### config.mk
export PLATFORM = sky130hd
export DESIGN_NAME = mpt_motor_pwm
export DESIGN_NICKNAME = d
export VERILOG_FILES = /design/src/common/mpt_pkg.sv /design/src/rtl/mpt_pwm_phase.sv /design/src/rtl/mpt_motor_pwm.sv
export SDC_FILE = /design/constraint.sdc
export NUM_CORES = 1
export LEC_CHECK = 0
export BUFFER_PORTS_ARGS = -buffer_cell sky130_fd_sc_hd__buf_2
export CAP_MARGIN = 25
export CORE_ASPECT_RATIO = 1.1
export CORE_MARGIN = 4
export CORE_UTILIZATION = 45
export CTS_BUF_LIST = sky130_fd_sc_hd__clkbuf_8 sky130_fd_sc_hd__clkbuf_16
export DETAILED_ROUTE_END_ITERATION = 12
export PLACE_DENSITY = 0.72
export SYNTH_ARGS = -nofsm -noshare
export SYNTH_HDL_FRONTEND = slang
export SYNTH_SLANG_ARGS = --single-unit
export TNS_END_PERCENT = 100
### constraint.sdc
create_clock -name ref_clk -period 3.2 [get_ports ref_clk]
set_clock_uncertainty 0.05 [all_clocks]
set_input_delay 0.64 -clock ref_clk [delete_from_list [all_inputs] [get_ports ref_clk]]
set_output_delay 0.64 -clock ref_clk [all_outputs]
set_load 0.02 [all_outputs]
### src/common/mpt_pkg.sv
package mpt_pkg;
  localparam int CLK_MHZ = 120;
  localparam int PWM_HZ = 20000;
  localparam logic signed [15:0] PERIOD_END_RST = 16'sh0bb8;
  localparam logic signed [15:0] CENTER_CMP = 16'sh0000;
  localparam logic signed [15:0] FALL_CMP_RST = 16'sh012c;
  localparam logic signed [15:0] RISE_CMP_RST = 16'shfed4;
  localparam int NUM_PHASES = 3;
  localparam int NUM_TRIG = 8;
  localparam logic [12:0] TRIG_CNT_MAX = 13'h1770;
  localparam logic [12:0] TRIG_RELOAD_RST = 13'h0000;
  localparam logic [12:0] TRIG0_CMP_RST = 13'h00b4;
  localparam logic [7:0] TRIG_EN_RST = 8'h01;
  localparam logic [4:0] CMD_START_RST = 5'h02;
  localparam int CMD_DEPTH = 24;
  localparam logic [4:0] CMD_LAST = 5'h17;
  localparam int NUM_SECTORS = 6;
  localparam logic [3:0] CH_BEMF_A = 4'hb;
  localparam logic [3:0] CH_BEMF_B = 4'hc;
  localparam logic [3:0] CH_BEMF_C = 4'hd;
  localparam logic [3:0] CH_DC_VOLT = 4'h0;
  localparam logic [3:0] CH_DC_CURR = 4'h2;

  typedef struct packed {
    logic first;
    logic dual;
    logic [3:0] chanA;
    logic [3:0] chanB;
  } mpt_cmd_t;

  typedef struct packed {
    logic valid;
    logic dual;
    logic [4:0] index;
    logic [3:0] chanA;
    logic [3:0] chanB;
  } mpt_conv_t;

  typedef enum logic [1:0] {
    SEQ_IDLE = 2'b01,
    SEQ_RUN = 2'b10
  } mpt_seq_t;
endpackage

### src/rtl/mpt_pwm_phase.sv
`timescale 1ns/1ps
module mpt_pwm_phase (
  input wire logic ref_clk,
  input wire logic rst_n,
  input wire logic masterReload,
  input wire logic signed [15:0] pwmCount,
  input wire logic signed [15:0] riseCmpBuf,
  input wire logic signed [15:0] fallCmpBuf,
  output logic pwmHigh,
  output logic pwmLow
);
  logic signed [15:0] riseCmp_reg;
  logic signed [15:0] fallCmp_reg;

  // Buffered compares become active only on the master reload
  always_ff @(posedge ref_clk)
  begin
    if (!rst_n)
    begin
      riseCmp_reg <= mpt_pkg::RISE_CMP_RST;
      fallCmp_reg <= mpt_pkg::FALL_CMP_RST;
    end
    else if (masterReload)
    begin
      riseCmp_reg <= riseCmpBuf;
      fallCmp_reg <= fallCmpBuf;
    end
  end

  always_ff @(posedge ref_clk)
  begin
    if (!rst_n)
    begin
      pwmHigh <= 1'b0;
      pwmLow <= 1'b0;
    end
    else
    begin
      // Output high between rising and falling compare around center
      pwmHigh <= (pwmCount >= riseCmp_reg) && (pwmCount < fallCmp_reg);
      pwmLow <= !((pwmCount >= riseCmp_reg) && (pwmCount < fallCmp_reg));
    end
  end

  a_buf_transfer: assert property (@(posedge ref_clk) disable iff (!rst_n)
    masterReload |=> riseCmp_reg == $past(riseCmpBuf))
    else $error("rise compare not loaded on reload");
  a_hold_between: assert property (@(posedge ref_clk) disable iff (!rst_n)
    !masterReload |=> $stable(fallCmp_reg))
    else $error("fall compare changed without reload");
endmodule // mpt_pwm_phase

### src/rtl/mpt_motor_pwm.sv
`timescale 1ns/1ps
module mpt_motor_pwm (
  input wire logic ref_clk,
  input wire logic rst_n,
  input wire logic signed [15:0] periodEndCompare,
  input wire logic signed [15:0] risingEdgeCompare [mpt_pkg::NUM_PHASES],
  input wire logic signed [15:0] fallingEdgeCompare [mpt_pkg::NUM_PHASES],
  input wire logic triggerInputSelect,
  input wire logic [12:0] triggerCounterReload,
  input wire logic [12:0] triggerCompare [mpt_pkg::NUM_TRIG],
  input wire logic [7:0] triggerEnable,
  input wire logic [2:0] commutationSector,
  output logic [2:0] pwmHigh,
  output logic [2:0] pwmLow,
  output logic masterReloadEvent,
  output logic masterSync,
  output logic [7:0] triggerEvent,
  output logic [4:0] commandListPointer,
  output mpt_pkg::mpt_conv_t convCmd,
  output logic seqBusy
);
  logic signed [15:0] pwmCount_reg;
  logic signed [15:0] periodEnd_reg;
  logic [12:0] trigCount_reg;
  logic [12:0] trigReload_reg;
  logic [4:0] cmdIdx_reg;
  mpt_pkg::mpt_seq_t seqState_reg;
  mpt_pkg::mpt_cmd_t cmdList [mpt_pkg::CMD_DEPTH];
  logic masterReload;
  logic [4:0] sectorStart;
  logic [4:0] nextIdx;

  assign masterReload = (pwmCount_reg == periodEnd_reg);
  assign masterReloadEvent = masterReload;
  assign masterSync = masterReload;

  // Period end is double-buffered too, so a period never gets cut short
  always_ff @(posedge ref_clk)
  begin
    if (!rst_n)
      periodEnd_reg <= mpt_pkg::PERIOD_END_RST;
    else if (masterReload)
      periodEnd_reg <= periodEndCompare;
  end

  always_ff @(posedge ref_clk)
  begin
    if (!rst_n)
      pwmCount_reg <= -mpt_pkg::PERIOD_END_RST;
    else if (masterReload)
      pwmCount_reg <= -periodEndCompare;
    else
      pwmCount_reg <= pwmCount_reg + 16'sh0001;
  end

  genvar p;
  generate
    for (p = 0; p < mpt_pkg::NUM_PHASES; p++)
    begin : g_phase
      mpt_pwm_phase u_phase (
        .ref_clk(ref_clk),
        .rst_n(rst_n),
        .masterReload(masterReload),
        .pwmCount(pwmCount_reg),
        .riseCmpBuf(risingEdgeCompare[p]),
        .fallCmpBuf(fallingEdgeCompare[p]),
        .pwmHigh(pwmHigh[p]),
        .pwmLow(pwmLow[p])
      );
    end
  endgenerate

  // Trigger scheduler: only the reload event, with triggerInputSelect set, restarts the count
  always_ff @(posedge ref_clk)
  begin
    if (!rst_n)
      trigReload_reg <= mpt_pkg::TRIG_RELOAD_RST;
    else if (masterReload)
      trigReload_reg <= triggerCounterReload;
  end

  always_ff @(posedge ref_clk)
  begin
    if (!rst_n)
      trigCount_reg <= mpt_pkg::TRIG_RELOAD_RST;
    else if (masterReload && triggerInputSelect)
      trigCount_reg <= trigReload_reg;
    else if (trigCount_reg != mpt_pkg::TRIG_CNT_MAX)
      trigCount_reg <= trigCount_reg + 13'h0001;
  end

  // Saturating at 6000 keeps a stalled input from retriggering on wrap
  always_ff @(posedge ref_clk)
  begin
    if (!rst_n)
      triggerEvent <= 8'h00;
    else
      for (int t = 0; t < mpt_pkg::NUM_TRIG; t++)
        triggerEvent[t] <= triggerEnable[t] && triggerInputSelect
                           && (trigCount_reg == triggerCompare[t]);
  end

  // Fixed command list; each sector's sequence starts at a first-marked entry
  always_comb
  begin
    for (int i = 0; i < mpt_pkg::CMD_DEPTH; i++)
      cmdList[i] = '{first: 1'b0, dual: 1'b0, chanA: 4'h0, chanB: 4'h0};
    cmdList[0].first = 1'b1;
    cmdList[2] = '{1'b1, 1'b1, mpt_pkg::CH_BEMF_C, mpt_pkg::CH_DC_VOLT};
    cmdList[3] = '{1'b0, 1'b1, mpt_pkg::CH_DC_VOLT, mpt_pkg::CH_DC_CURR};
    cmdList[4] = '{1'b1, 1'b1, mpt_pkg::CH_BEMF_B, mpt_pkg::CH_DC_VOLT};
    cmdList[5] = '{1'b0, 1'b1, mpt_pkg::CH_DC_VOLT, mpt_pkg::CH_DC_CURR};
    cmdList[6] = '{1'b1, 1'b1, mpt_pkg::CH_BEMF_A, mpt_pkg::CH_DC_VOLT};
    cmdList[7] = '{1'b0, 1'b1, mpt_pkg::CH_DC_VOLT, mpt_pkg::CH_DC_CURR};
    cmdList[8] = '{1'b1, 1'b1, mpt_pkg::CH_BEMF_C, mpt_pkg::CH_DC_VOLT};
    cmdList[9] = '{1'b0, 1'b1, mpt_pkg::CH_DC_VOLT, mpt_pkg::CH_DC_CURR};
    cmdList[10] = '{1'b1, 1'b1, mpt_pkg::CH_BEMF_B, mpt_pkg::CH_DC_VOLT};
    cmdList[11] = '{1'b0, 1'b1, mpt_pkg::CH_DC_VOLT, mpt_pkg::CH_DC_CURR};
    cmdList[12] = '{1'b1, 1'b1, mpt_pkg::CH_BEMF_A, mpt_pkg::CH_DC_VOLT};
    cmdList[13] = '{1'b0, 1'b1, mpt_pkg::CH_DC_VOLT, mpt_pkg::CH_DC_CURR};
    cmdList[14].first = 1'b1;
  end

  // Sectors 0 to 5 map to entries 2 to 12, two entries apart; sectors 6 and 7 fold back to entry 2
  always_comb
  begin
    if (commutationSector < 3'(mpt_pkg::NUM_SECTORS))
      sectorStart = mpt_pkg::CMD_START_RST + {1'b0, commutationSector, 1'b0};
    else
      sectorStart = mpt_pkg::CMD_START_RST;
  end

  // Pointer moves only on reload so a running sequence keeps its start
  always_ff @(posedge ref_clk)
  begin
    if (!rst_n)
      commandListPointer <= mpt_pkg::CMD_START_RST;
    else if (masterReload)
      commandListPointer <= sectorStart;
  end

  assign nextIdx = cmdIdx_reg + 5'h01;

  always_ff @(posedge ref_clk)
  begin
    if (!rst_n)
    begin
      seqState_reg <= mpt_pkg::SEQ_IDLE;
      cmdIdx_reg <= mpt_pkg::CMD_START_RST;
    end
    else
      case (seqState_reg)
        mpt_pkg::SEQ_IDLE:
          if (triggerEvent[0])
          begin
            seqState_reg <= mpt_pkg::SEQ_RUN;
            cmdIdx_reg <= commandListPointer;
          end
        mpt_pkg::SEQ_RUN:
          if (cmdIdx_reg == mpt_pkg::CMD_LAST || cmdList[nextIdx].first)
            seqState_reg <= mpt_pkg::SEQ_IDLE;
          else
            cmdIdx_reg <= nextIdx;
        default:
          seqState_reg <= mpt_pkg::SEQ_IDLE;
      endcase
  end

  assign seqBusy = (seqState_reg == mpt_pkg::SEQ_RUN);

  always_ff @(posedge ref_clk)
  begin
    if (!rst_n)
      convCmd <= '0;
    else
    begin
      convCmd.valid <= seqBusy;
      convCmd.dual <= cmdList[cmdIdx_reg].dual;
      convCmd.index <= cmdIdx_reg;
      convCmd.chanA <= cmdList[cmdIdx_reg].chanA;
      convCmd.chanB <= cmdList[cmdIdx_reg].chanB;
    end
  end

  a_reload_period: assert property (@(posedge ref_clk) disable iff (!rst_n)
    masterReload |=> pwmCount_reg == -$past(periodEndCompare))
    else $error("counter not restarted at negated period end");
  a_count_up: assert property (@(posedge ref_clk) disable iff (!rst_n)
    !masterReload |=> pwmCount_reg == $past(pwmCount_reg) + 16'sh0001)
    else $error("pwm counter did not step up");
  // A missed reload would let the counter run on past the period end
  a_reload_match: assert property (@(posedge ref_clk) disable iff (!rst_n)
    !masterReloadEvent |-> pwmCount_reg < periodEnd_reg)
    else $error("counter passed period end without reload");
  a_trig_reload: assert property (@(posedge ref_clk) disable iff (!rst_n)
    masterReload && triggerInputSelect |=> trigCount_reg == $past(trigReload_reg))
    else $error("trigger counter not reloaded");
  a_trig_cap: assert property (@(posedge ref_clk) disable iff (!rst_n)
    trigCount_reg <= mpt_pkg::TRIG_CNT_MAX)
    else $error("trigger counter beyond maximum");
  a_trig_fire: assert property (@(posedge ref_clk) disable iff (!rst_n)
    triggerEnable[0] && triggerInputSelect && trigCount_reg == triggerCompare[0]
    |=> triggerEvent[0])
    else $error("trigger 0 missed its compare");
  a_seq_start: assert property (@(posedge ref_clk) disable iff (!rst_n)
    !seqBusy && triggerEvent[0] |=> seqBusy && cmdIdx_reg == $past(commandListPointer))
    else $error("sequence did not start at pointer");
  a_seq_stop: assert property (@(posedge ref_clk) disable iff (!rst_n)
    seqBusy && cmdList[nextIdx].first |=> !seqBusy)
    else $error("sequence ran past first-marked entry");
  a_conv_dual: assert property (@(posedge ref_clk) disable iff (!rst_n)
    convCmd.valid && convCmd.index >= 5'h02 && convCmd.index <= 5'h0d |-> convCmd.dual)
    else $error("command 2 to 13 not dual");

  c_reload: cover property (@(posedge ref_clk) disable iff (!rst_n) masterReload);
  c_trig0: cover property (@(posedge ref_clk) disable iff (!rst_n) triggerEvent[0]);
  c_seq_done: cover property (@(posedge ref_clk) disable iff (!rst_n)
    seqBusy ##1 !seqBusy);
endmodule // mpt_motor_pwm

==> impl_metrics.prom, run 1 <==
# TYPE chip_impl_metric gauge
chip_impl_info{name="worst-setup-path-type",value="flop to output port"} 1
chip_impl_info{name="tritoncts",value="yes"} 1
chip_impl_info{name="final_cell_mix",value="sky130_fd_sc_hd__nand2_1 (286), sky130_fd_sc_hd__buf_2 (274), sky130_fd_sc_hd__dfxtp_1 (191)"} 1
chip_impl_metric{name="timing_worst_slew_pin_value",unit="ns"} 1.00
chip_impl_metric{name="die_x",unit="um"} 159
chip_impl_metric{name="synthDominantCellAreaShare",unit="%"} 33.9
chip_impl_metric{name="dp.final_hpwl",unit="um"} 24600
chip_impl_metric{name="detail_route.wl_per_cell",unit="um"} 17.0
chip_impl_metric{name="route.detailed.drc",unit=""} 0
chip_impl_metric{name="syn-instance-count",unit=""} 1370
chip_impl_metric{name="synth.avg_cell_area",unit="um^2"} 8.24
chip_impl_info{name="status",value="completed"} 1
chip_impl_info{name="clock_tree.root_cell",value="sky130_fd_sc_hd__clkbuf_16"} 1
chip_impl_metric{name="io-pin-count",unit=""} 280
chip_impl_metric{name="cts.hold.buffers_added",unit=""} 0
chip_impl_metric{name="starting_utilization_of_the_core_area",unit="%"} 46.0
chip_impl_metric{name="grt_antenna_before_repair",unit=""} 7
chip_impl_metric{name="synth_fa_ha_area_share",unit="%"} 11.3
chip_impl_metric{name="maxClockFrequency",unit="GHz"} 0.351
chip_impl_metric{name="timing.final.setup_violations",unit=""} 0
chip_impl_metric{name="clkLatencyLatePin",unit="ns"} 0.44
chip_impl_metric{name="synth_async_sr_flop_share",unit="%"} 0
chip_impl_metric{name="tritoncts.num_buffers",unit=""} 17
chip_impl_metric{name="tritoncts_num_sinks",unit=""} 191
chip_impl_metric{name="hold_violations",unit=""} 0
chip_impl_metric{name="global_route.overflow_total",unit=""} 0
chip_impl_metric{name="min_delay_path_depth",unit=""} 3
chip_impl_metric{name="coreArea",unit="um^2"} 24500
chip_impl_metric{name="worst_r2r_path_depth",unit=""} 6
chip_impl_metric{name="total_of_buffers_placed_on_input_and_output_ports",unit=""} 275
chip_impl_metric{name="synth_seq_area_share",unit="%"} 33.9
chip_impl_metric{name="arrival",unit="ns"} 2.16
chip_impl_metric{name="n_fill_cell",unit=""} 2359
chip_impl_metric{name="detailroute.via_count",unit=""} 10309
chip_impl_metric{name="clkTransAtPathRegs",unit="ns"} 0.07
chip_impl_metric{name="core.rowCount",unit=""} 60
chip_impl_metric{name="relSlewSlack",unit="%"} 33.3
chip_impl_metric{name="power_leakage",unit="nW"} 5.97
chip_impl_metric{name="ys_ff_latch",unit=""} 191
chip_impl_metric{name="ir_worst_vdd",unit="mV"} 0.349
chip_impl_metric{name="area_growth",unit="%"} 19.8
chip_impl_info{name="r2r-start",value="pwmCount_reg[0]"} 1
chip_impl_info{name="worstHoldPathType",value="input port to flop"} 1
chip_impl_metric{name="place_area",unit="um^2"} 13000
chip_impl_metric{name="critPathRequiredTime",unit="ns"} 2.51
chip_impl_metric{name="die-area",unit="um^2"} 27700
chip_impl_metric{name="max-cap-violations",unit=""} 0
chip_impl_metric{name="grt_use_total",unit="%"} 23.4
chip_impl_info{name="synth.area.top_cells",value="sky130_fd_sc_hd__dfxtp_1 (34%), sky130_fd_sc_hd__ha_1 (11%), sky130_fd_sc_hd__xnor2_1 (9.8%)"} 1
chip_impl_metric{name="drtAntennaViolNets",unit=""} 0
chip_impl_metric{name="netlist-cell-type-count",unit=""} 53
chip_impl_metric{name="synth_enable_flop_cells",unit=""} 0
chip_impl_metric{name="post_drt_via_cell_ratio",unit=""} 5.30
chip_impl_info{name="yosys.area.top_type",value="sky130_fd_sc_hd__dfxtp_1"} 1
chip_impl_info{name="layout_commonest_cell",value="sky130_fd_sc_hd__nand2_1"} 1
chip_impl_metric{name="post_synth_xor_area_fraction",unit="%"} 12.5
chip_impl_metric{name="fin_setup_tns",unit="ns"} 0
chip_impl_metric{name="power_density",unit="nW/um^2"} 364
chip_impl_metric{name="share_of_cell_area_taken_by_muxes_after_synthesis",unit="%"} 0.366
chip_impl_metric{name="final_net_count",unit=""} 1964
chip_impl_metric{name="final.min_clock_period",unit="ns"} 2.85
chip_impl_metric{name="setup.reg_to_reg.worst_slack",unit="ns"} 0.68
chip_impl_metric{name="fp.dieH",unit="um"} 174
chip_impl_info{name="dominant_combinational_cell_family_by_area_after_synthesis",value="simple AND/OR/NAND/NOR gates"} 1
chip_impl_info{name="startpoint_type",value="flop"} 1
chip_impl_metric{name="grt_max_degree",unit=""} 106
chip_impl_metric{name="maxSlewViolCount",unit=""} 0
chip_impl_metric{name="layout.cell_area.non_filler",unit="um^2"} 13500
chip_impl_info{name="setup.worst_path.end_class",value="output port"} 1
chip_impl_metric{name="final_min_period_over_clock_period",unit="%"} 89.0
chip_impl_metric{name="netlist_area_before_placement",unit="um^2"} 11300
chip_impl_info{name="ys_dominant_reg_cell",value="sky130_fd_sc_hd__dfxtp_1"} 1
chip_impl_metric{name="worstPathMaxFanout",unit=""} 25
chip_impl_metric{name="global_route_wire_length_before_repair",unit="um"} 52400
chip_impl_info{name="r2r_end",value="trigCount_reg[7]"} 1
chip_impl_metric{name="post_cts.repair.setup_buffers",unit=""} 0
chip_impl_info{name="rsz0062_at_grt",value="no"} 1
chip_impl_metric{name="drive_above_1_share",unit="%"} 21.0
chip_impl_metric{name="drt_first_iter_violations",unit=""} 592
chip_impl_metric{name="vias_in_the_first_global_route",unit=""} 10200
chip_impl_metric{name="post_cts_resize_count",unit=""} 0
chip_impl_metric{name="depth_of_the_cts_h_tree",unit=""} 4
chip_impl_info{name="worst_hold_startpoint",value="fallingEdgeCompare[40]"} 1
chip_impl_metric{name="first_pass_iters",unit=""} 5
chip_impl_metric{name="max-clock-path-buffers",unit=""} 2
chip_impl_metric{name="synth-simple-area-share",unit="%"} 18.9
chip_impl_metric{name="synth_compound_area_share",unit="%"} 15.8
chip_impl_metric{name="totalWireLength",unit="um"} 33000
chip_impl_info{name="min_delay_worst_endpoint",value="g_phase[0].u_phase.fallCmp_reg[8]"} 1
chip_impl_metric{name="synth.yosys.warnings",unit=""} 0
chip_impl_metric{name="routabilityCongestion",unit=""} 0.903
[metal layers]
layer / global-route usage (%) / wire length [um] / vias up
li1: - / - / 5124
met1: 28.2 / 13700 / 4718
met2: 40.0 / 15700 / 370
met5: 0 / 56 / -
met3: 5.22 / 2280 / 87
met4: 10.4 / 1350 / 10
[cells in the mapped netlist, drive strengths merged, types with 2 or more instances]
cell and count:
a21oi 43, and3 11, nand4 52, and2 11, buf 45, and4 2, nand2 286, nor2b 5
a211oi 2, o31ai 3, or4 2, o41ai 3, o21ai 22, inv 110, nor3 8, a221oi 4
o211a 12, xor2 35, o211ai 57, a21boi 80, dfxtp 191, xnor2 126, nor4 16, a21o 10
a2111o 5, mux2i 3, o21a 4, nand2b 9, clkbuf 36, nor3b 3, nor2 27, ha 102
nand3 33
[per-stage QoR]
stage          total power [W]  cells  hold WS, ns  setup WS (ns)  util [%]
6_report               0.00493   1945        0.375          0.351      55.1
5_1_grt                0.00511   1944        0.369          0.175      55.1
4_1_cts                0.00496   1942        0.367          0.339      55.1
3_5_place_dp           0.00290   1910        0.395          0.706      52.8
3_3_place_gp           0.00289   1910        0.393          0.790      52.8
2_1_floorplan          0.00267   1373        0.385          0.634         -
[power by group]
| part | internal [W] | switching, W | total (W) |
|---|---|---|---|
| Clock | 0.00112 | 0.000962 | 0.00208 |
| Sequential | 0.00239 | 0.0000118 | 0.00240 |
| Combinational | 0.000232 | 0.000218 | 0.000450 |
| Total | 0.00374 | 0.00119 | 0.00493 |
[cells by family (layout without fill, tap and decap cells)]
logic type      Yosys count  in the layout
compound gates          251            251
xor+xnor                161            161
fa+ha+maj               102            102
buf+inv                 191            450
flops                   191            191
mux                       4              4
other cells               1              7
simple gates            469            469
[critical path, cell delays in order (launching register included)]
cell                      delay [ns]
sky130_fd_sc_hd__dfxtp_1        0.54
sky130_fd_sc_hd__xor2_1         0.12
sky130_fd_sc_hd__nor4_1         0.43
sky130_fd_sc_hd__nand4_4        0.21
sky130_fd_sc_hd__inv_6          0.22
sky130_fd_sc_hd__buf_2          0.20
[worst max-delay path by stage]
stage | start | to | cells after the start
floorplan | pwmCount_reg[7] | masterSync | 8
global placement | pwmCount_reg[0] | trigCount_reg[3] | 6
detailed placement | pwmCount_reg[0] | trigCount_reg[7] | 6
CTS | pwmCount_reg[0] | masterReloadEvent | 5
global route | pwmCount_reg[0] | masterReloadEvent | 5
finish | pwmCount_reg[0] | masterReloadEvent | 5
[final cells by class]
class / instances / area, um^2 / area share [%]
Tap cell: 310 / 388 / 2.87
Sequential cell: 191 / 3820 / 28.3
Multi-Input combinational cell: 991 / 6670 / 49.3
Timing Repair Buffer: 308 / 1650 / 12.2
Clock buffer: 19 / 453 / 3.35
Inverter: 110 / 418 / 3.09
Antenna cell: 3 / 7.51 / 0.0555
Clock inverter: 13 / 114 / 0.842
Note: power is estimated with default switching activity, not from simulation.
==> inputs of run 2 (changes only) <==
clock period = 3.29 ns   (was 3.2 ns; I/O delays follow)
==> impl_metrics.prom, run 2 (same netlist as run 1, synthesis figures left out) <==
# TYPE chip_impl_metric gauge
chip_impl_metric{name="post_drt_via_cell_ratio",unit=""} 5.31
chip_impl_metric{name="grt_max_degree",unit=""} 178
chip_impl_metric{name="maxSlewViolCount",unit=""} 0
chip_impl_metric{name="final.min_clock_period",unit="ns"} 2.99
chip_impl_metric{name="arrival",unit="ns"} 2.28
chip_impl_metric{name="grt_use_total",unit="%"} 22.9
chip_impl_metric{name="core.rowCount",unit=""} 60
chip_impl_metric{name="starting_utilization_of_the_core_area",unit="%"} 46.0
chip_impl_metric{name="depth_of_the_cts_h_tree",unit=""} 4
chip_impl_metric{name="total_of_buffers_placed_on_input_and_output_ports",unit=""} 275
chip_impl_metric{name="detailroute.via_count",unit=""} 10284
chip_impl_metric{name="drtAntennaViolNets",unit=""} 0
chip_impl_metric{name="drt_first_iter_violations",unit=""} 460
chip_impl_metric{name="dp.final_hpwl",unit="um"} 24300
chip_impl_metric{name="final-instance-count-excl-fill",unit=""} 1938
chip_impl_metric{name="route.detailed.drc",unit=""} 0
chip_impl_metric{name="post_cts.repair.setup_buffers",unit=""} 0
chip_impl_metric{name="global_route.overflow_total",unit=""} 0
chip_impl_metric{name="vias_in_the_first_global_route",unit=""} 10156
chip_impl_metric{name="timing_worst_slew_pin_value",unit="ns"} 0.988
chip_impl_metric{name="max_stage_delay",unit="ns"} 0.65
chip_impl_metric{name="final_net_count",unit=""} 1958
chip_impl_metric{name="min_delay_path_depth",unit=""} 3
chip_impl_info{name="critical_path.slowest_cell",value="sky130_fd_sc_hd__dfxtp_1"} 1
chip_impl_info{name="worstHoldPathType",value="input port to flop"} 1
chip_impl_metric{name="routabilityCongestion",unit=""} 0.938
chip_impl_info{name="r2r-start",value="pwmCount_reg[11]"} 1
chip_impl_metric{name="relSlewSlack",unit="%"} 34.2
chip_impl_metric{name="post_cts_resize_count",unit=""} 0
chip_impl_info{name="startpoint_type",value="flop"} 1
chip_impl_metric{name="hold_violations",unit=""} 0
chip_impl_metric{name="io-pin-count",unit=""} 280
chip_impl_metric{name="die-area",unit="um^2"} 27700
chip_impl_metric{name="final_min_period_over_clock_period",unit="%"} 90.9
chip_impl_metric{name="fin_setup_tns",unit="ns"} 0
chip_impl_metric{name="detail_route.wl_per_cell",unit="um"} 16.8
chip_impl_metric{name="timing.final.setup_violations",unit=""} 0
chip_impl_info{name="clock_tree.root_cell",value="sky130_fd_sc_hd__clkbuf_16"} 1
chip_impl_metric{name="drive_above_1_share",unit="%"} 20.8
chip_impl_metric{name="clkTransAtPathRegs",unit="ns"} 0.07
chip_impl_metric{name="ir_worst_vdd",unit="mV"} 0.310
chip_impl_metric{name="tritoncts_num_sinks",unit=""} 191
chip_impl_info{name="cp_cell_sequence",value="xor2_1 -> nor4_1 -> nand4_4 -> inv_6 -> buf_2"} 1
chip_impl_info{name="min_delay_worst_endpoint",value="g_phase[0].u_phase.riseCmp_reg[7]"} 1
chip_impl_metric{name="maxClockFrequency",unit="GHz"} 0.335
chip_impl_info{name="r2r_end",value="trigCount_reg[3]"} 1
chip_impl_metric{name="critPathRequiredTime",unit="ns"} 2.58
chip_impl_metric{name="cts.hold.buffers_added",unit=""} 0
chip_impl_metric{name="worst_r2r_path_depth",unit=""} 6
chip_impl_info{name="layout_commonest_cell",value="sky130_fd_sc_hd__nand2_1"} 1
chip_impl_info{name="rsz0062_at_grt",value="no"} 1
chip_impl_metric{name="totalWireLength",unit="um"} 32600
chip_impl_metric{name="clkLatencyLatePin",unit="ns"} 0.43
chip_impl_info{name="final_cell_mix",value="sky130_fd_sc_hd__nand2_1 (286), sky130_fd_sc_hd__buf_2 (274), sky130_fd_sc_hd__dfxtp_1 (191)"} 1
chip_impl_metric{name="tritoncts.num_buffers",unit=""} 17
chip_impl_metric{name="area_growth",unit="%"} 19.7
chip_impl_info{name="worst-setup-path-type",value="flop to output port"} 1
chip_impl_metric{name="max-clock-path-buffers",unit=""} 2
chip_impl_metric{name="place.detailed.instances",unit=""} 1904
chip_impl_metric{name="max-cap-violations",unit=""} 0
chip_impl_info{name="status",value="completed"} 1
chip_impl_metric{name="power_density",unit="nW/um^2"} 361
chip_impl_metric{name="fp.dieH",unit="um"} 174
chip_impl_info{name="tritoncts",value="yes"} 1
chip_impl_metric{name="worstPathMaxFanout",unit=""} 26
chip_impl_metric{name="grt_antenna_before_repair",unit=""} 7
chip_impl_metric{name="first_pass_iters",unit=""} 4
chip_impl_metric{name="global_route_wire_length_before_repair",unit="um"} 51400
chip_impl_metric{name="die_x",unit="um"} 159
chip_impl_metric{name="coreArea",unit="um^2"} 24500
chip_impl_metric{name="power_leakage",unit="nW"} 5.93
chip_impl_info{name="worst_hold_startpoint",value="risingEdgeCompare[39]"} 1
chip_impl_metric{name="setup.reg_to_reg.worst_slack",unit="ns"} 0.66
chip_impl_info{name="setup.worst_path.end_class",value="output port"} 1
==> run 2: changes by cell type in the layout (fill, tap and decap cells not counted) <==
cell                         change
sky130_fd_sc_hd__clkinvlp_4      +3
sky130_fd_sc_hd__inv_6           -1
sky130_fd_sc_hd__clkbuf_8        +1
sky130_fd_sc_hd__clkinv_4        -1
sky130_fd_sc_hd__inv_1           -2
sky130_fd_sc_hd__bufinv_16       +1
sky130_fd_sc_hd__buf_4           -6
sky130_fd_sc_hd__clkinv_2        -2
==> run 2: report_power, final <==
group / leakage (nW) / total, W / switching (W) / internal (W)
clock network: 0.285 / 0.00210 / 0.000920 / 0.00118
registers: 1.54 / 0.00233 / 0.00000820 / 0.00232
logic: 4.10 / 0.000440 / 0.000213 / 0.000227
==> run 2: worst max-delay path by stage <==
| stage | start | endpoint | slack [ns] |
|---|---|---|---|
| after floorplan | pwmCount_reg[7] | masterSync | 0.71 |
| after global placement | pwmCount_reg[11] | trigCount_reg[3] | 0.70 |
| after detailed placement | pwmCount_reg[11] | trigCount_reg[3] | 0.66 |
| after CTS | pwmCount_reg[11] | masterSync | 0.28 |
| after global routing | pwmCount_reg[11] | masterReloadEvent | 0.1 |
| final | pwmCount_reg[11] | masterReloadEvent | 0.30 |
==> run 2: cell type report <==
cell class                      instances  area (um^2)
Clock buffer                           20          467
Clock inverter                         11          131
Inverter                              110          418
Multi-Input combinational cell        991         6670
Tap cell                              310          388
Antenna cell                            3         7.51
Timing Repair Buffer                  302         1610
Fill cell                            2316        11000
Sequential cell                       191         3820
==> run 2: metal layers <==
layer | up-vias | track usage [%] | part of all wire, %
met5 | - | 0 | 0.16
met4 | 10 | 11.8 | 4.7
met3 | 107 | 5.57 | 6.7
met2 | 374 | 39.5 | 48
met1 | 4673 | 26.5 | 41
li1 | 5120 | - | -
==> run 2: per-stage QoR <==
step           power [W]  setup slack (ns)  area (um^2)  hold WS (ns)  utilization [%]
2_1_floorplan    0.00259             0.706        11300         0.385                -
3_3_place_gp     0.00282             0.704        12900         0.392             52.6
3_5_place_dp     0.00282             0.663        12900         0.397             52.6
4_1_cts          0.00492             0.279        13500         0.379             55.0
5_1_grt          0.00505            0.0955        13500         0.387             55.0
6_report         0.00487             0.301        13500         0.395             55.0
==> run 2: worst max-delay path: cells and delay by family, from the launching register on <==
kind | cells | cell delay [ns]
buffers and inverters | 2 | 0.41
DFF | 1 | 0.65
and+or+nand+nor | 2 | 0.64
xor gates and xnor gates | 1 | 0.14
==> inputs of run 3 (changes only) <==
==> constraint.sdc (replaced) <==
create_clock -name ref_clk -period 3 [get_ports ref_clk]
set_clock_uncertainty 0.05 [all_clocks]
set_input_delay 0.45 -clock ref_clk [delete_from_list [all_inputs] [get_ports ref_clk]]
set_output_delay 0.45 -clock ref_clk [all_outputs]
set_load 0.02 [all_outputs]
==> impl_metrics.prom, run 3 (same netlist as run 1, synthesis figures left out) <==
# TYPE chip_impl_metric gauge
chip_impl_info{name="tritoncts",value="yes"} 1
chip_impl_metric{name="power_frac_comb",unit="%"} 8.8
chip_impl_info{name="worst-setup-path-type",value="flop to output port"} 1
chip_impl_info{name="setup.worst_path.end_class",value="output port"} 1
chip_impl_metric{name="grt_max_degree",unit=""} 178
chip_impl_metric{name="hold_violations",unit=""} 0
chip_impl_info{name="status",value="completed"} 1
chip_impl_info{name="rsz0062_at_grt",value="no"} 1
chip_impl_metric{name="p_switching",unit="W"} 0.00123
chip_impl_metric{name="global_route_wire_length_before_repair",unit="um"} 52400
chip_impl_metric{name="maxClockFrequency",unit="GHz"} 0.372
chip_impl_metric{name="cell_internal_pwr",unit="W"} 0.00411
chip_impl_metric{name="io-pin-count",unit=""} 280
chip_impl_metric{name="timing.final.setup_violations",unit=""} 0
chip_impl_metric{name="die-area",unit="um^2"} 27700
chip_impl_metric{name="fin_setup_tns",unit="ns"} 0
chip_impl_metric{name="detailroute.via_count",unit=""} 10263
chip_impl_metric{name="max-cap-violations",unit=""} 0
chip_impl_info{name="timing_startpoint_of_the_critical_path",value="pwmCount_reg[1]"} 1
chip_impl_metric{name="power_leakage",unit="nW"} 5.97
chip_impl_metric{name="grt_use_total",unit="%"} 23.3
chip_impl_metric{name="final.min_clock_period",unit="ns"} 2.69
chip_impl_info{name="startpoint_type",value="flop"} 1
chip_impl_metric{name="drt_first_iter_violations",unit=""} 471
chip_impl_metric{name="arrival",unit="ns"} 2.19
chip_impl_metric{name="cts.hold.buffers_added",unit=""} 0
chip_impl_metric{name="final_critical_path_setup_slack",unit="ns"} 0.315
chip_impl_metric{name="depth_of_the_cts_h_tree",unit=""} 4
chip_impl_metric{name="global_route.overflow_total",unit=""} 0
chip_impl_metric{name="grt_use_met2",unit="%"} 41.6
chip_impl_metric{name="preCtsSetupSlack",unit="ns"} 0.498
chip_impl_metric{name="antenna_cells",unit=""} 0
chip_impl_metric{name="seq_power_share",unit="%"} 48.0
chip_impl_metric{name="clkLatencyLatePin",unit="ns"} 0.43
chip_impl_metric{name="groute.layer.met1.usage",unit="%"} 27.9
chip_impl_metric{name="area_growth",unit="%"} 19.9
chip_impl_metric{name="starting_utilization_of_the_core_area",unit="%"} 46.0
chip_impl_metric{name="coreArea",unit="um^2"} 24500
chip_impl_metric{name="max-clock-path-buffers",unit=""} 2
chip_impl_metric{name="total_of_buffers_placed_on_input_and_output_ports",unit=""} 275
chip_impl_metric{name="die_x",unit="um"} 159
chip_impl_metric{name="post_cts.repair.setup_buffers",unit=""} 0
chip_impl_metric{name="tritoncts_num_sinks",unit=""} 191
chip_impl_info{name="grt.busiest_layer",value="met2"} 1
chip_impl_info{name="final_cell_mix",value="sky130_fd_sc_hd__nand2_1 (286), sky130_fd_sc_hd__buf_2 (274), sky130_fd_sc_hd__dfxtp_1 (191)"} 1
chip_impl_metric{name="met3_usage",unit="%"} 5.29
chip_impl_metric{name="core.rowCount",unit=""} 60
chip_impl_metric{name="final_net_count",unit=""} 1963
chip_impl_metric{name="totalWireLength",unit="um"} 33000
chip_impl_info{name="worst_hold_startpoint",value="risingEdgeCompare[23]"} 1
chip_impl_metric{name="route.detailed.drc",unit=""} 0
chip_impl_metric{name="critPathRequiredTime",unit="ns"} 2.50
chip_impl_metric{name="detail_route.wl_per_cell",unit="um"} 17.0
chip_impl_metric{name="timing_worst_slew_pin_value",unit="ns"} 0.981
chip_impl_metric{name="final_min_period_over_clock_period",unit="%"} 89.5
chip_impl_metric{name="fp.dieH",unit="um"} 174
chip_impl_info{name="r2r-start",value="pwmCount_reg[1]"} 1
chip_impl_metric{name="grt_antenna_before_repair",unit=""} 6
chip_impl_metric{name="power_density",unit="nW/um^2"} 395
chip_impl_metric{name="drive_above_1_share",unit="%"} 20.9
chip_impl_info{name="worstHoldPathType",value="input port to flop"} 1
chip_impl_metric{name="switching_share",unit="%"} 23.1
chip_impl_metric{name="post_cts_resize_count",unit=""} 0
chip_impl_info{name="layout_commonest_cell",value="sky130_fd_sc_hd__nand2_1"} 1
chip_impl_metric{name="clkTransAtPathRegs",unit="ns"} 0.07
chip_impl_info{name="clock_tree.root_cell",value="sky130_fd_sc_hd__clkbuf_16"} 1
chip_impl_metric{name="ir_worst_vdd",unit="mV"} 0.326
chip_impl_metric{name="clockPowerShare",unit="%"} 43.2
chip_impl_metric{name="vias_in_the_first_global_route",unit=""} 10223
chip_impl_metric{name="dp.final_hpwl",unit="um"} 24800
chip_impl_metric{name="worstPathMaxFanout",unit=""} 20
chip_impl_metric{name="routabilityCongestion",unit=""} 0.919
chip_impl_metric{name="drtAntennaViolNets",unit=""} 0
chip_impl_metric{name="tritoncts.num_buffers",unit=""} 17
chip_impl_metric{name="post_drt_via_cell_ratio",unit=""} 5.29
chip_impl_metric{name="first_pass_iters",unit=""} 5
chip_impl_metric{name="maxSlewViolCount",unit=""} 0
chip_impl_metric{name="power",unit="W"} 0.00535
chip_impl_metric{name="relSlewSlack",unit="%"} 34.6
[run 3: worst paths after layout]
check	to	slack, ns	cells after the start
max	masterSync	0.31	5
min	g_phase[1].u_phase.riseCmp_reg[7]	0.18	3
max reg2reg	trigCount_reg[11]	0.49	6
min reg2reg	g_phase[0].u_phase.fallCmp_reg[6]	0.40	2
[run 3: power groups by stage]
stage | Sequential, W | Combinational (W) | Clock (W)
6_report | 0.00257 | 0.000471 | 0.00231
5_1_grt | 0.00257 | 0.000515 | 0.00246
4_1_cts | 0.00257 | 0.000472 | 0.00234
3_5_place_dp | 0.00262 | 0.000470 | 0
3_3_place_gp | 0.00262 | 0.000462 | 0
2_1_floorplan | 0.00262 | 0.000222 | 0
[run 3: final cells by class]
cell class	instances	area, um^2
Clock buffer	18	439
Clock inverter	12	145
Fill cell	2284	11000
Inverter	110	418
Multi-Input combinational cell	991	6670
Sequential cell	191	3820
Tap cell	310	388
Timing Repair Buffer	307	1640
[run 3: metrics by stage]
step | area (um^2) | util (%) | hold WS (ns) | cells
2_1_floorplan | 11300 | - | 0.385 | 1373
3_3_place_gp | 12900 | 52.7 | 0.391 | 1909
3_5_place_dp | 12900 | 52.7 | 0.397 | 1909
4_1_cts | 13500 | 55.1 | 0.176 | 1939
5_1_grt | 13500 | 55.1 | 0.180 | 1939
6_report | 13500 | 55.1 | 0.184 | 1939
[run 3: metal layers]
layer	part of all wire [%]	routed length (um)
met5	0.21	69
met4	2.5	811
met3	5.7	1870
met2	49	16200
met1	43	14100
[run 3: critical path, cell delays in order, from the launching register on]
cell and delay [ns]:
sky130_fd_sc_hd__dfxtp_1 0.65, sky130_fd_sc_hd__xor2_1 0.13, sky130_fd_sc_hd__nor4_1 0.38, sky130_fd_sc_hd__nand4_4 0.18, sky130_fd_sc_hd__inv_6 0.19, sky130_fd_sc_hd__buf_2 0.23
